<file path="src/common/bta_pkg.sv">
// package of constants and types for the branch target address unit
package bta_pkg;

    // ****************************************
    // address space and widths
    // ****************************************
    localparam int ADDR_W = 16;
    localparam int DISP_W = 8;
    localparam int DISP_SIGN_BIT = 7;
    localparam int LEN_W = 3;
    localparam logic [15:0] PC_RESET = 16'h0000;

    // ****************************************
    // fixed-area call region
    // ****************************************
    localparam logic [15:0] FIXED_AREA_BASE = 16'h0800;
    localparam logic [15:0] FIXED_AREA_LAST = 16'h0fff;
    localparam int SHORT_TGT_W = 11;

    // ****************************************
    // vector table
    // ****************************************
    localparam logic [15:0] VEC_TABLE_BASE = 16'h0040;
    localparam logic [15:0] VEC_TABLE_LAST = 16'h007f;
    localparam int VEC_IDX_LO = 1;
    localparam int VEC_IDX_HI = 5;
    localparam int VEC_IDX_W = 5;
    localparam int VEC_MEM_W = 6;

    // ****************************************
    // target mode selection and table lookup states
    // ****************************************
    typedef enum logic [2:0] {
        BTA_SEQ,
        BTA_REL,
        BTA_IMM16,
        BTA_IMM11,
        BTA_TABLE,
        BTA_REGPAIR
    } bta_mode_t;

    typedef enum logic [1:0] {
        BTA_IDLE,
        BTA_RD_LO,
        BTA_RD_HI
    } bta_state_t;

endpackage

</file>
<file path="src/rtl/bta_unit.sv">
// branch target address unit: next program counter selection

module bta_unit
    import bta_pkg::*;
(
    // clock and reset
    input  wire logic                   clk,
    input  wire logic                   nrst,
    // instruction from decode
    input  wire logic                   instr_valid,
    input  wire bta_mode_t              instr_mode,
    input  wire logic                   cond_taken,
    input  wire logic [LEN_W-1:0]       instr_len,
    input  wire logic [7:0]             opcode,
    input  wire logic [DISP_W-1:0]      branch_displacement,
    input  wire logic [ADDR_W-1:0]      full_target_address,
    input  wire logic [SHORT_TGT_W-1:0] short_call_target,
    input  wire logic [ADDR_W-1:0]      accumulator_pair,
    // vector table load
    input  wire logic                   vec_wr_en,
    input  wire logic [VEC_MEM_W-1:0]   vec_wr_addr,
    input  wire logic [7:0]             vec_wr_data,
    // status to fetch
    output logic                        busy,
    output logic                        pc_load,
    output logic      [ADDR_W-1:0]      program_counter
);

    // ****************************************
    // state and helpers
    // ****************************************
    typedef struct packed {
        bta_state_t        st;
        logic [ADDR_W-1:0] pc;
        logic [7:0]        lo;
        logic              ld;
    } bta_regs_t;

    bta_regs_t r_q, r_d;
    logic [VEC_MEM_W-1:0] mem_addr;
    logic                 mem_rd;
    logic [7:0]           mem_data;
    logic [ADDR_W-1:0]    next_seq;
    logic [ADDR_W-1:0]    tbl_entry;

    // wraps modulo 16 bits on purpose
    function automatic logic [ADDR_W-1:0] add16(
        input logic [ADDR_W-1:0] a,
        input logic [ADDR_W-1:0] b
    );
        add16 = ADDR_W'(a + b);
    endfunction

    function automatic logic [ADDR_W-1:0] sext8(input logic [DISP_W-1:0] d);
        sext8 = {{(ADDR_W-DISP_W){d[DISP_SIGN_BIT]}}, d};
    endfunction

    assign next_seq  = add16(r_q.pc, {{(ADDR_W-LEN_W){1'b0}}, instr_len});
    // index from opcode bits 1..5, doubled by keeping bit 0 clear
    assign tbl_entry = VEC_TABLE_BASE | {10'h000, opcode[VEC_IDX_HI:VEC_IDX_LO], 1'b0};

    // ****************************************
    // next state
    // ****************************************
    always_comb begin
        r_d      = r_q;
        r_d.ld   = 1'b0;
        mem_rd   = 1'b0;
        mem_addr = tbl_entry[VEC_MEM_W-1:0];
        case (r_q.st)
            BTA_IDLE: begin
                if (instr_valid) begin
                    r_d.ld = 1'b1;
                    case (instr_mode)
                        BTA_SEQ: begin
                            r_d.pc = next_seq;
                        end
                        BTA_REL: begin
                            // untaken conditionals fall through
                            r_d.pc = cond_taken ? add16(next_seq, sext8(branch_displacement)) : next_seq;
                        end
                        BTA_IMM16: begin
                            r_d.pc = full_target_address;
                        end
                        BTA_IMM11: begin
                            // base bit alone sets the region, the 11 bits fill the rest
                            r_d.pc = FIXED_AREA_BASE | {5'h00, short_call_target};
                        end
                        BTA_TABLE: begin
                            r_d.ld = 1'b0;
                            mem_rd = 1'b1;
                            r_d.st = BTA_RD_LO;
                        end
                        BTA_REGPAIR: begin
                            r_d.pc = accumulator_pair;
                        end
                        default: begin
                            // unused mode codes load nothing
                            r_d.ld = 1'b0;
                        end
                    endcase
                end
            end
            BTA_RD_LO: begin
                // low byte arrives now; fetch the odd byte next
                r_d.lo   = mem_data;
                mem_rd   = 1'b1;
                mem_addr = r_q.pc[VEC_MEM_W-1:0];
                r_d.st   = BTA_RD_HI;
            end
            BTA_RD_HI: begin
                r_d.pc = {mem_data, r_q.lo};
                r_d.ld = 1'b1;
                r_d.st = BTA_IDLE;
            end
            default: r_d.st = BTA_IDLE;
        endcase
        // park odd entry address in pc while waiting
        if (r_q.st == BTA_IDLE && instr_valid && instr_mode == BTA_TABLE) begin
            r_d.pc = tbl_entry | 16'h0001;
        end
    end

    // ****************************************
    // registers
    // ****************************************
    always_ff @(posedge clk or negedge nrst) begin
        if (!nrst) begin
            r_q <= '{st: BTA_IDLE, pc: PC_RESET, lo: 8'h00, ld: 1'b0};
        end else begin
            r_q <= r_d;
        end
    end

    // ****************************************
    // vector memory
    // ****************************************
    // registered read costs a cycle per byte, hence the two busy cycles
    bta_vec_mem u_mem (
        .clk     (clk),
        .wr_en   (vec_wr_en),
        .wr_addr (vec_wr_addr),
        .wr_data (vec_wr_data),
        .rd_en   (mem_rd),
        .rd_addr (mem_addr),
        .rd_data (mem_data)
    );

    // ****************************************
    // outputs
    // ****************************************
    assign busy            = (r_q.st != BTA_IDLE);
    assign pc_load         = r_q.ld;
    assign program_counter = r_q.pc;

    // ****************************************
    // checking helpers
    // ****************************************
    // an instruction is taken only while the unit is idle
    logic take;

    assign take = !busy && instr_valid;

    // ****************************************
    // assertions: sequential and relative
    // ****************************************
    a_seq_advance: assert property (@(posedge clk) disable iff (!nrst)
        (take && instr_mode == BTA_SEQ) |=> program_counter == $past(next_seq))
        else $error("sequential advance wrong");
    a_seq_load: assert property (@(posedge clk) disable iff (!nrst)
        (take && instr_mode == BTA_SEQ) |=> pc_load && !busy)
        else $error("sequential load missing");
    a_pc_hold: assert property (@(posedge clk) disable iff (!nrst)
        (!busy && !instr_valid) |=> !pc_load && $stable(program_counter))
        else $error("program counter moved while idle");
    a_rel_target: assert property (@(posedge clk) disable iff (!nrst)
        (take && instr_mode == BTA_REL && cond_taken)
        |=> program_counter == 16'($past(next_seq) + {{8{$past(branch_displacement[7])}}, $past(branch_displacement)}))
        else $error("relative target wrong");
    a_rel_reach: assert property (@(posedge clk) disable iff (!nrst)
        (take && instr_mode == BTA_REL && cond_taken && branch_displacement == 8'h80)
        |=> program_counter == 16'($past(next_seq) - 16'h0080))
        else $error("negative reach wrong");
    a_rel_fwd: assert property (@(posedge clk) disable iff (!nrst)
        (take && instr_mode == BTA_REL && cond_taken && branch_displacement == 8'h7f)
        |=> program_counter == 16'($past(next_seq) + 16'h007f))
        else $error("positive reach wrong");
    a_sign_ext: assert property (@(posedge clk) disable iff (!nrst)
        $signed(sext8(branch_displacement)) == $signed(branch_displacement))
        else $error("sign extension wrong");
    a_rel_untaken: assert property (@(posedge clk) disable iff (!nrst)
        (take && instr_mode == BTA_REL && !cond_taken) |=> program_counter == $past(next_seq))
        else $error("untaken branch moved");
    a_rel_load: assert property (@(posedge clk) disable iff (!nrst)
        (take && instr_mode == BTA_REL) |=> pc_load && !busy)
        else $error("branch load missing");
    a_wrap_add: assert property (@(posedge clk) disable iff (!nrst)
        (take && instr_mode == BTA_REL && cond_taken)
        |=> 16'(program_counter - $past(next_seq)) == 16'($signed($past(branch_displacement))))
        else $error("address wrap wrong");

    // ****************************************
    // assertions: immediate and register pair
    // ****************************************
    a_imm16_load: assert property (@(posedge clk) disable iff (!nrst)
        (take && instr_mode == BTA_IMM16) |=> pc_load && program_counter == $past(full_target_address))
        else $error("long target wrong");
    a_fixed_area: assert property (@(posedge clk) disable iff (!nrst)
        (take && instr_mode == BTA_IMM11)
        |=> program_counter >= FIXED_AREA_BASE && program_counter <= FIXED_AREA_LAST)
        else $error("fixed-area target out of range");
    a_fixed_low: assert property (@(posedge clk) disable iff (!nrst)
        (take && instr_mode == BTA_IMM11) |=> program_counter[SHORT_TGT_W-1:0] == $past(short_call_target))
        else $error("fixed-area low bits wrong");
    a_fixed_load: assert property (@(posedge clk) disable iff (!nrst)
        (take && instr_mode == BTA_IMM11) |=> pc_load)
        else $error("fixed-area load missing");
    a_regpair: assert property (@(posedge clk) disable iff (!nrst)
        (take && instr_mode == BTA_REGPAIR) |=> program_counter == $past(accumulator_pair))
        else $error("register-pair target wrong");
    a_regpair_load: assert property (@(posedge clk) disable iff (!nrst)
        (take && instr_mode == BTA_REGPAIR) |=> pc_load)
        else $error("register-pair load missing");

    // ****************************************
    // assertions: table call
    // ****************************************
    a_table_load: assert property (@(posedge clk) disable iff (!nrst)
        (take && instr_mode == BTA_TABLE) |=> busy ##1 busy ##1 (!busy && pc_load))
        else $error("table call timing wrong");
    a_tbl_even_rd: assert property (@(posedge clk) disable iff (!nrst)
        (take && instr_mode == BTA_TABLE)
        |-> mem_rd && !mem_addr[0] && mem_addr[VEC_MEM_W-1:1] == opcode[VEC_IDX_HI:VEC_IDX_LO])
        else $error("table low byte address wrong");
    a_tbl_odd_rd: assert property (@(posedge clk) disable iff (!nrst)
        (r_q.st == BTA_RD_LO)
        |-> mem_rd && mem_addr[0] && mem_addr[VEC_MEM_W-1:1] == r_q.pc[VEC_MEM_W-1:1])
        else $error("table high byte address wrong");
    a_table_range: assert property (@(posedge clk) disable iff (!nrst)
        (r_q.st == BTA_RD_LO) |-> r_q.pc >= VEC_TABLE_BASE && r_q.pc <= VEC_TABLE_LAST && r_q.pc[0])
        else $error("vector entry address wrong");
    a_table_hold: assert property (@(posedge clk) disable iff (!nrst)
        (r_q.st == BTA_RD_LO) |=> r_q.st == BTA_RD_HI)
        else $error("table lookup skipped a byte");
    a_busy_no_load: assert property (@(posedge clk) disable iff (!nrst)
        busy |-> !pc_load)
        else $error("load during lookup");
    a_table_done: assert property (@(posedge clk) disable iff (!nrst)
        (r_q.st == BTA_RD_HI) |=> !busy && pc_load)
        else $error("table call did not finish");
    a_busy_ignore: assert property (@(posedge clk) disable iff (!nrst)
        (r_q.st == BTA_RD_LO && instr_valid) |=> busy && !pc_load)
        else $error("request taken while busy");

    // ****************************************
    // covers
    // ****************************************
    c_rel_back: cover property (@(posedge clk) disable iff (!nrst)
        take && instr_mode == BTA_REL && cond_taken && branch_displacement[7]);
    c_table: cover property (@(posedge clk) disable iff (!nrst) r_q.st == BTA_RD_HI);
    c_fixed_area_call: cover property (@(posedge clk) disable iff (!nrst) take && instr_mode == BTA_IMM11);
    c_refused: cover property (@(posedge clk) disable iff (!nrst) busy && instr_valid);
    c_regpair: cover property (@(posedge clk) disable iff (!nrst) take && instr_mode == BTA_REGPAIR);

endmodule

</file>
<file path="src/rtl/bta_vec_mem.sv">
// small vector table memory with registered read data
module bta_vec_mem
    import bta_pkg::*;
(
    // clock
    input  wire logic                 clk,
    // write port
    input  wire logic                 wr_en,
    input  wire logic [VEC_MEM_W-1:0] wr_addr,
    input  wire logic [7:0]           wr_data,
    // read port
    input  wire logic                 rd_en,
    input  wire logic [VEC_MEM_W-1:0] rd_addr,
    output logic      [7:0]           rd_data
);

    logic [7:0] mem [0:(1<<VEC_MEM_W)-1];

    always_ff @(posedge clk) begin
        if (wr_en) begin
            mem[wr_addr] <= wr_data;
        end
        if (rd_en) begin
            rd_data <= mem[rd_addr];
        end
    end

endmodule

</file>
<file path="config.mk">
export PLATFORM = sky130hd
export DESIGN_NAME = bta_unit
export DESIGN_NICKNAME = d
export VERILOG_FILES = /design/src/common/bta_pkg.sv /design/src/rtl/bta_unit.sv /design/src/rtl/bta_vec_mem.sv
export SDC_FILE = /design/constraint.sdc
export NUM_CORES = 1
export LEC_CHECK = 0
export BUFFER_PORTS_ARGS = -buffer_cell sky130_fd_sc_hd__buf_2
export CAP_MARGIN = 20
export CELL_PAD_IN_SITES_DETAIL_PLACEMENT = 2
export CELL_PAD_IN_SITES_GLOBAL_PLACEMENT = 2
export CORE_ASPECT_RATIO = 0.9
export CORE_MARGIN = 3
export CORE_UTILIZATION = 43
export DETAILED_ROUTE_END_ITERATION = 16
export GPL_TIMING_DRIVEN = 1
export PLACE_DENSITY = 0.79
export SLEW_MARGIN = 15
export SYNTH_ARGS = -nofsm -noshare
export SYNTH_HDL_FRONTEND = slang
export SYNTH_HIERARCHICAL = 1
export SYNTH_SLANG_ARGS = --single-unit
</file>
<file path="constraint.sdc">
create_clock -name clk -period 3.35 [get_ports clk]
set_input_delay 0.335 -clock clk [delete_from_list [all_inputs] [get_ports clk]]
set_output_delay 0.335 -clock clk [all_outputs]
set_load 0.03 [all_outputs]
</file>
# Word level (Yosys, flattened, before mapping)
# Memories as Yosys holds them, arrays and structs flattened. A register that Yosys moved wholly into a read port is not among the register bits.
# Index checks and enable logic that the tools add are counted.
# totals
reg_bits,27
ram_bits,512
output_inout_bits,18
word_cells,43
memories,1
# mem_list
name,words,word_bits,rd,rd_ports_with_merged_regs,write_ports,line,text
u_mem.mem,64,8,1,1,1,bta_vec_mem.sv:17,logic [7:0] mem [0:(1<<VEC_MEM_W)-1];
# op_classes
add_sub_neg,2
eq_ne,11
mux,16
reduce_logical,9
# ops
operator,count
one-hot mux 16 bit (5 select lines),1
two-way mux 16 bit,2
one-hot mux 16 bit (2 select lines),1
two-way mux 18 bit,1
adder 16 bit,1
adder 16 x 3 -> 16 bit,1
!= test 7 x 1 -> 1 bit (second input constant),1
== test 3 x 2 -> 1 bit (second input constant),2
== test 3 bit (second input constant),2
two-way mux 1 bit,6
two-way mux 6 bit,1
OR reduction 5 bit,1
one-hot mux 1 bit (2 select lines),2
one-hot mux 2 bit (2 select lines),1
== test 3 x 1 -> 1 bit (second input constant),1
zero test 3 bit,1
!= test 3 x 2 -> 1 bit (second input constant),1
AND reduction 3 bit,1
nonzero test 3 bit,1
== test 2 x 1 -> 1 bit (second input constant),1
== test 2 bit (second input constant),1
logical AND 1 bit,2
zero test 2 bit,1
two-way mux 2 bit,1
4 further kinds,4

# Logic depth before layout (Yosys ltp)
# logic_depth
word_depth,7
depth_mapped,14
depth_no_buf,14

# Modules after synthesis
# Netlist, hierarchy kept.
# modules_own_cells
module,n_inst,cells_each,area_each_um2,seq_area_each_um2
bta_vec_mem,1,940,20246.9,15615.0
bta_unit,1,354,2967.8,675.6

# Worst setup path before layout
# No wires, ideal clock.
# synth_path
path_kind,reg2reg
start,register r_q[26] (netlist bit)
end,"register u_mem.rd_data[3], read port of u_mem.mem, data pin"
setup_time_ns,0.266
arrival_time_ns,2.888
slack_ns,0.195
stages_incl_launch_ff,12
path_buffers,5
cell_sequence,dfrtp_1 nand2b_1 clkbuf_1 buf_1 mux2_2 buf_4 buf_2 buf_2 mux4_2 mux4_2 o21ai_1 o41ai_1
# synth_via
elab_chain_cells,2
elab_cells_between_ends,4
classes_between,eq/ne: 1; mux: 2; reduce/logical: 1
# synth_lines
item,line,text
"start, declared",bta_unit.sv:39,"bta_regs_t r_q, r_d;"
"start signal, assigned",bta_unit.sv:129,"r_q <= '{st: BTA_IDLE, pc: PC_RESET, lo: 8'h00, ld: 1'b0};"
"start signal, assigned",bta_unit.sv:131,r_q <= r_d;
== test 2 x 1 -> 1 bit,bta_unit.sv:70,case (r_q.st)
two-way mux 6 bit,bta_unit.sv:70,
via mem_addr[1],bta_unit.sv:40,logic [VEC_MEM_W-1:0] mem_addr;
"end, declared",bta_vec_mem.sv:14,output logic [7:0] rd_data
# The timed path passes the listed nets, and every way through them passes these cells.
# A chain may end at the register's enable or synchronous reset.

# Final worst setup path
# layout_path
start,"register r_q, in the netlist program_counter[0]"
end,"register r_q, in the netlist program_counter[14]"
# layout_via
elab_chain_cells,7
# layout_lines
item,line,text
adder 16 x 3 -> 16 bit *,bta_unit.sv:51,add16 = ADDR_W'(a + b);
adder 16 bit,bta_unit.sv:51,
two-way mux 16 bit,bta_unit.sv:80,"r_d.pc = cond_taken ? add16(next_seq, sext8(branch_displacement)) : next_seq;"
one-hot mux 16 bit (5 select lines) *,bta_unit.sv:74,case (instr_mode)
two-way mux 18 bit *,bta_unit.sv:72,if (instr_valid) begin
one-hot mux 16 bit (2 select lines) *,bta_unit.sv:70,
two-way mux 16 bit *,bta_unit.sv:119,if (r_q.st == BTA_IDLE && instr_valid && instr_mode == BTA_TABLE) begin
# Mark *: on every way between the ends. The rest lies on a longest branch, timed or not. The select of a mux whose other input is x is not followed.

==> impl_metrics.csv <==
group,metric,value,unit
power,vdd_drop_max,0.409,mV
timing,tightest_slew,1020,ps
global_routing,grt_pass1_vias,15100,
critical_path,crit_fanout,5,
critical_path,start_kind,"register",
power,comb_power_share,14.1,%
synthesis,ys_seq_elements,547,
synthesis,synthesis.area,0.0232,mm^2
synthesis,syn_inst,1294,
floorplan,die_w,251,um
timing,setup-tns-final,-125,ps
critical_path,r2r_start,"program_counter[0]",
routing,num_vias,13700,
clocking,cts_tree,"done",
floorplan,row_count,80,
clocking,htree_levels,2,
floorplan,ioPinCount,102,
clocking,clk_latency,620,ps
synthesis,muxShareOfSynthArea,15.0,%
cells_and_area,final_cell_mix,"edfxtp_1 (520), buf_4 (128), mux4_2 (126)",
global_routing,antenna_found_initial,0,
clocking,numCtsBuffers,58,
timing,relSlewSlack,31.8,%
power,powerDensity,603,mW/mm^2
timing,max_freq,0.294,GHz
clocking,clock_sinks,547,
clocking,root_buffer,"clkbuf_16",
placed_design,hpwl,48100,um
timing,hold_viol,0,
routing,final_antenna_net_count,0,
timing,drv_slew,0,
synthesis,synth_fp_nets,1398,
floorplan,die_y,226,um
power,p_leak,9.17,nW
critical_path,regToRegSetupSlack,-50,ps
synthesis,yosysSeqAreaShare,70.2,%
global_routing,grt_pass1_wl,109000,um
routing,viasPerCell,6.06,
timing,rsz0062_at_grt,"true",
placed_design,globalplace.congestion,0.874,
synthesis,synth_compound_area_share,5.38,%
power,p_switching,4.28,mW
synthesis,synth_top_family_by_area,"multiplexers",
synthesis,yosys.area_share.adder,1.14,%
global_routing,track_usage,26.6,%
clocking,max-clock-path-buffers,3,
cells_and_area,diodes,0,
synthesis,synth-xor-area-share,0.976,%
critical_path,worstSetupPathType,"register to register",
timing,period_share,101,%
timing,setup_viol,4,
synthesis,synth-simple-area-share,5.04,%
synthesis,synth-edff-count,520,
job,drv_cap,0,
critical_path,cp.arrival,3870,ps
routing,drt_wl_total,75600,um
min_path,min_from,"opcode[1]",
critical_path,slowest_stage,"dfrtp_1",
status,violations,"negative setup slack",
timing,min_period,3400,ps
placed_design,placed_area,0.0251,mm^2
placed_design,port_buffers,98,
floorplan,die-area,0.0568,mm^2
cells_and_area,drive_above_1_share,33.4,%
status,status,"finished with violations",
synthesis,synth.avg_cell_area,17.9,um^2
routing,first_pass_iters,5,
power,seqPwrFrac,46.8,%
clocking,path_clk_slew,70,ps
cells_and_area,stdcell_area,0.0273,mm^2
synthesis,synth_warnings,6,
cells_and_area,final_util,51.4,%
synthesis,synth_flop_cell,"edfxtp_1",
critical_path,endpoint_kind,"register",
global_routing,grt_start_max_net_pins,65,
routing,wl_per_cell,33.5,um
power,totalPowerFinal,16.5,mW
cells_and_area,area_growth,17.7,%
timing,fin_ws,-47.4,ps
critical_path,required,3820,ps
routing,drtIter0Drc,1253,
floorplan,start_util,43.7,%
synthesis,synthDistinctLibCells,74,
critical_path,critPathLaunch,"program_counter[0]",
floorplan,core,0.0532,mm^2
critical_path,crit_path_max_incr_delay,420,ps
min_path,min_path_type,"primary input to register",
cells_and_area,layout_commonest_cell,"edfxtp_1",
power,intPower,12.2,mW
power,clock_power_share,39.1,%
routing,drc,0,
critical_path,path_cells,"ha_4 > fa_2 > a21o_1 > nor3b_4 > buf_4 > nand3_1 > xnor2_2 > ha_1 > buf_4 > a21o_1 > a2111oi_2 > a21oi_1 > xnor2_1 > o21ai_1",
timing,skew,27.1,ps
power,switching_share,26.0,%
global_routing,grt_overflow,0,
cells_and_area,fin_nets,1614,
synthesis,synthArstFlopShare,4.94,%
[sequential cells by signal, summed over array words and instances (netlist names)]
name / count
u_mem/rd_data: 8
r_q: 10
u_mem/mem: 512
pc_load: 1
program_counter: 16
[routing by layer]
layer	global-route usage (%)	vias up	wire, um
met4	9.58	0	2900
met2	44.9	619	37300
met5	0	-	0
met1	35.0	7231	30000
li1	-	5664	-
met3	4.89	161	5350
[layout make-up]
type | instances | area (um^2)
Fill cell | 4654 | 25800
Sequential cell | 547 | 16300
Multi-Input combinational cell | 656 | 6540
Timing Repair Buffer | 237 | 1700
Clock buffer | 69 | 1540
Tap cell | 697 | 872
Clock inverter | 39 | 342
Inverter | 10 | 37.5
[stage by stage]
step           hold WS (ps)  instances  setup WS, ps
6_report               16.4       2255         -47.4
5_1_grt                12.0       2255          -170
4_1_cts                1.66       2240         -11.1
3_5_place_dp            418       2130          -154
3_3_place_gp            417       2130         -57.7
2_1_floorplan          39.4       1294           195
[power groups by stage]
stage | sequential, mW | clock [mW] | combinational [mW]
final | 7.70 | 6.45 | 2.32
after CTS | 7.70 | 6.54 | 2.17
after global routing | 7.71 | 6.80 | 2.47
after global placement | 7.82 | 0 | 1.98
after detailed placement | 7.84 | 0 | 2.11
after floorplan | 7.83 | 0 | 1.29
[cells by family after synthesis]
logic type / Yosys count
xor+xnor: 25
simple gates: 246
mux: 186
fa+ha+maj: 20
compound gates: 179
flops: 547
buf+inv: 91
[path summary, 6_finish.rpt]
kind | endpoint | cells past startpoint
setup / recovery | program_counter[14] | 14
hold / removal | program_counter[1] | 3
setup reg to reg | program_counter[14] | 14
hold reg to reg | r_q[3] | 1
max in group asynchronous | r_q[25] | 2
min in group asynchronous | program_counter[15] | 2
[cells in the mapped netlist, drive strengths merged (4+ instances only)]
master | n | share of area, %
xnor2 | 15 | 0.57
mux2i | 31 | 1.3
nand3 | 21 | 0.51
ha | 18 | 0.97
xor2 | 10 | 0.41
mux2 | 29 | 1.4
a221o | 5 | 0.22
a21o | 8 | 0.26
a21oi | 33 | 0.71
or3 | 4 | 0.11
inv | 10 | 0.16
dfrtp | 27 | 2.9
nor2 | 108 | 1.8
nand2 | 47 | 0.77
mux4 | 126 | 12
nor3 | 12 | 0.31
nor2b | 18 | 0.49
buf | 60 | 1.8
edfxtp | 520 | 67
a2111oi | 4 | 0.15
nand4 | 5 | 0.13
a211oi | 6 | 0.22
a221oi | 17 | 0.67
nand2b | 11 | 0.33
o22ai | 10 | 0.27
o21ai | 45 | 1.0
and3 | 4 | 0.13
o221ai | 8 | 0.30
a22oi | 7 | 0.23
o21a | 7 | 0.23
clkbuf | 21 | 0.34
[critical path, delay by kind of cell (launching register included)]
family	cells	cell delay, ps
compound gates	5	1030
fa+ha+maj	3	910
flops	1	420
buf+inv	2	330
simple gates	2	300
xor+xnor	2	280
[timing repair]
item | in CTS | in global routing
hold buffers | 1 | 0
setup buffers | 1 | 11
pin swaps | 2 | 13
endpoints found under the setup margin | 4 | 13
endpoints found under the hold margin | 27 | 0
resized for setup | 4 | 27
Power figures use the tool's default switching activity.
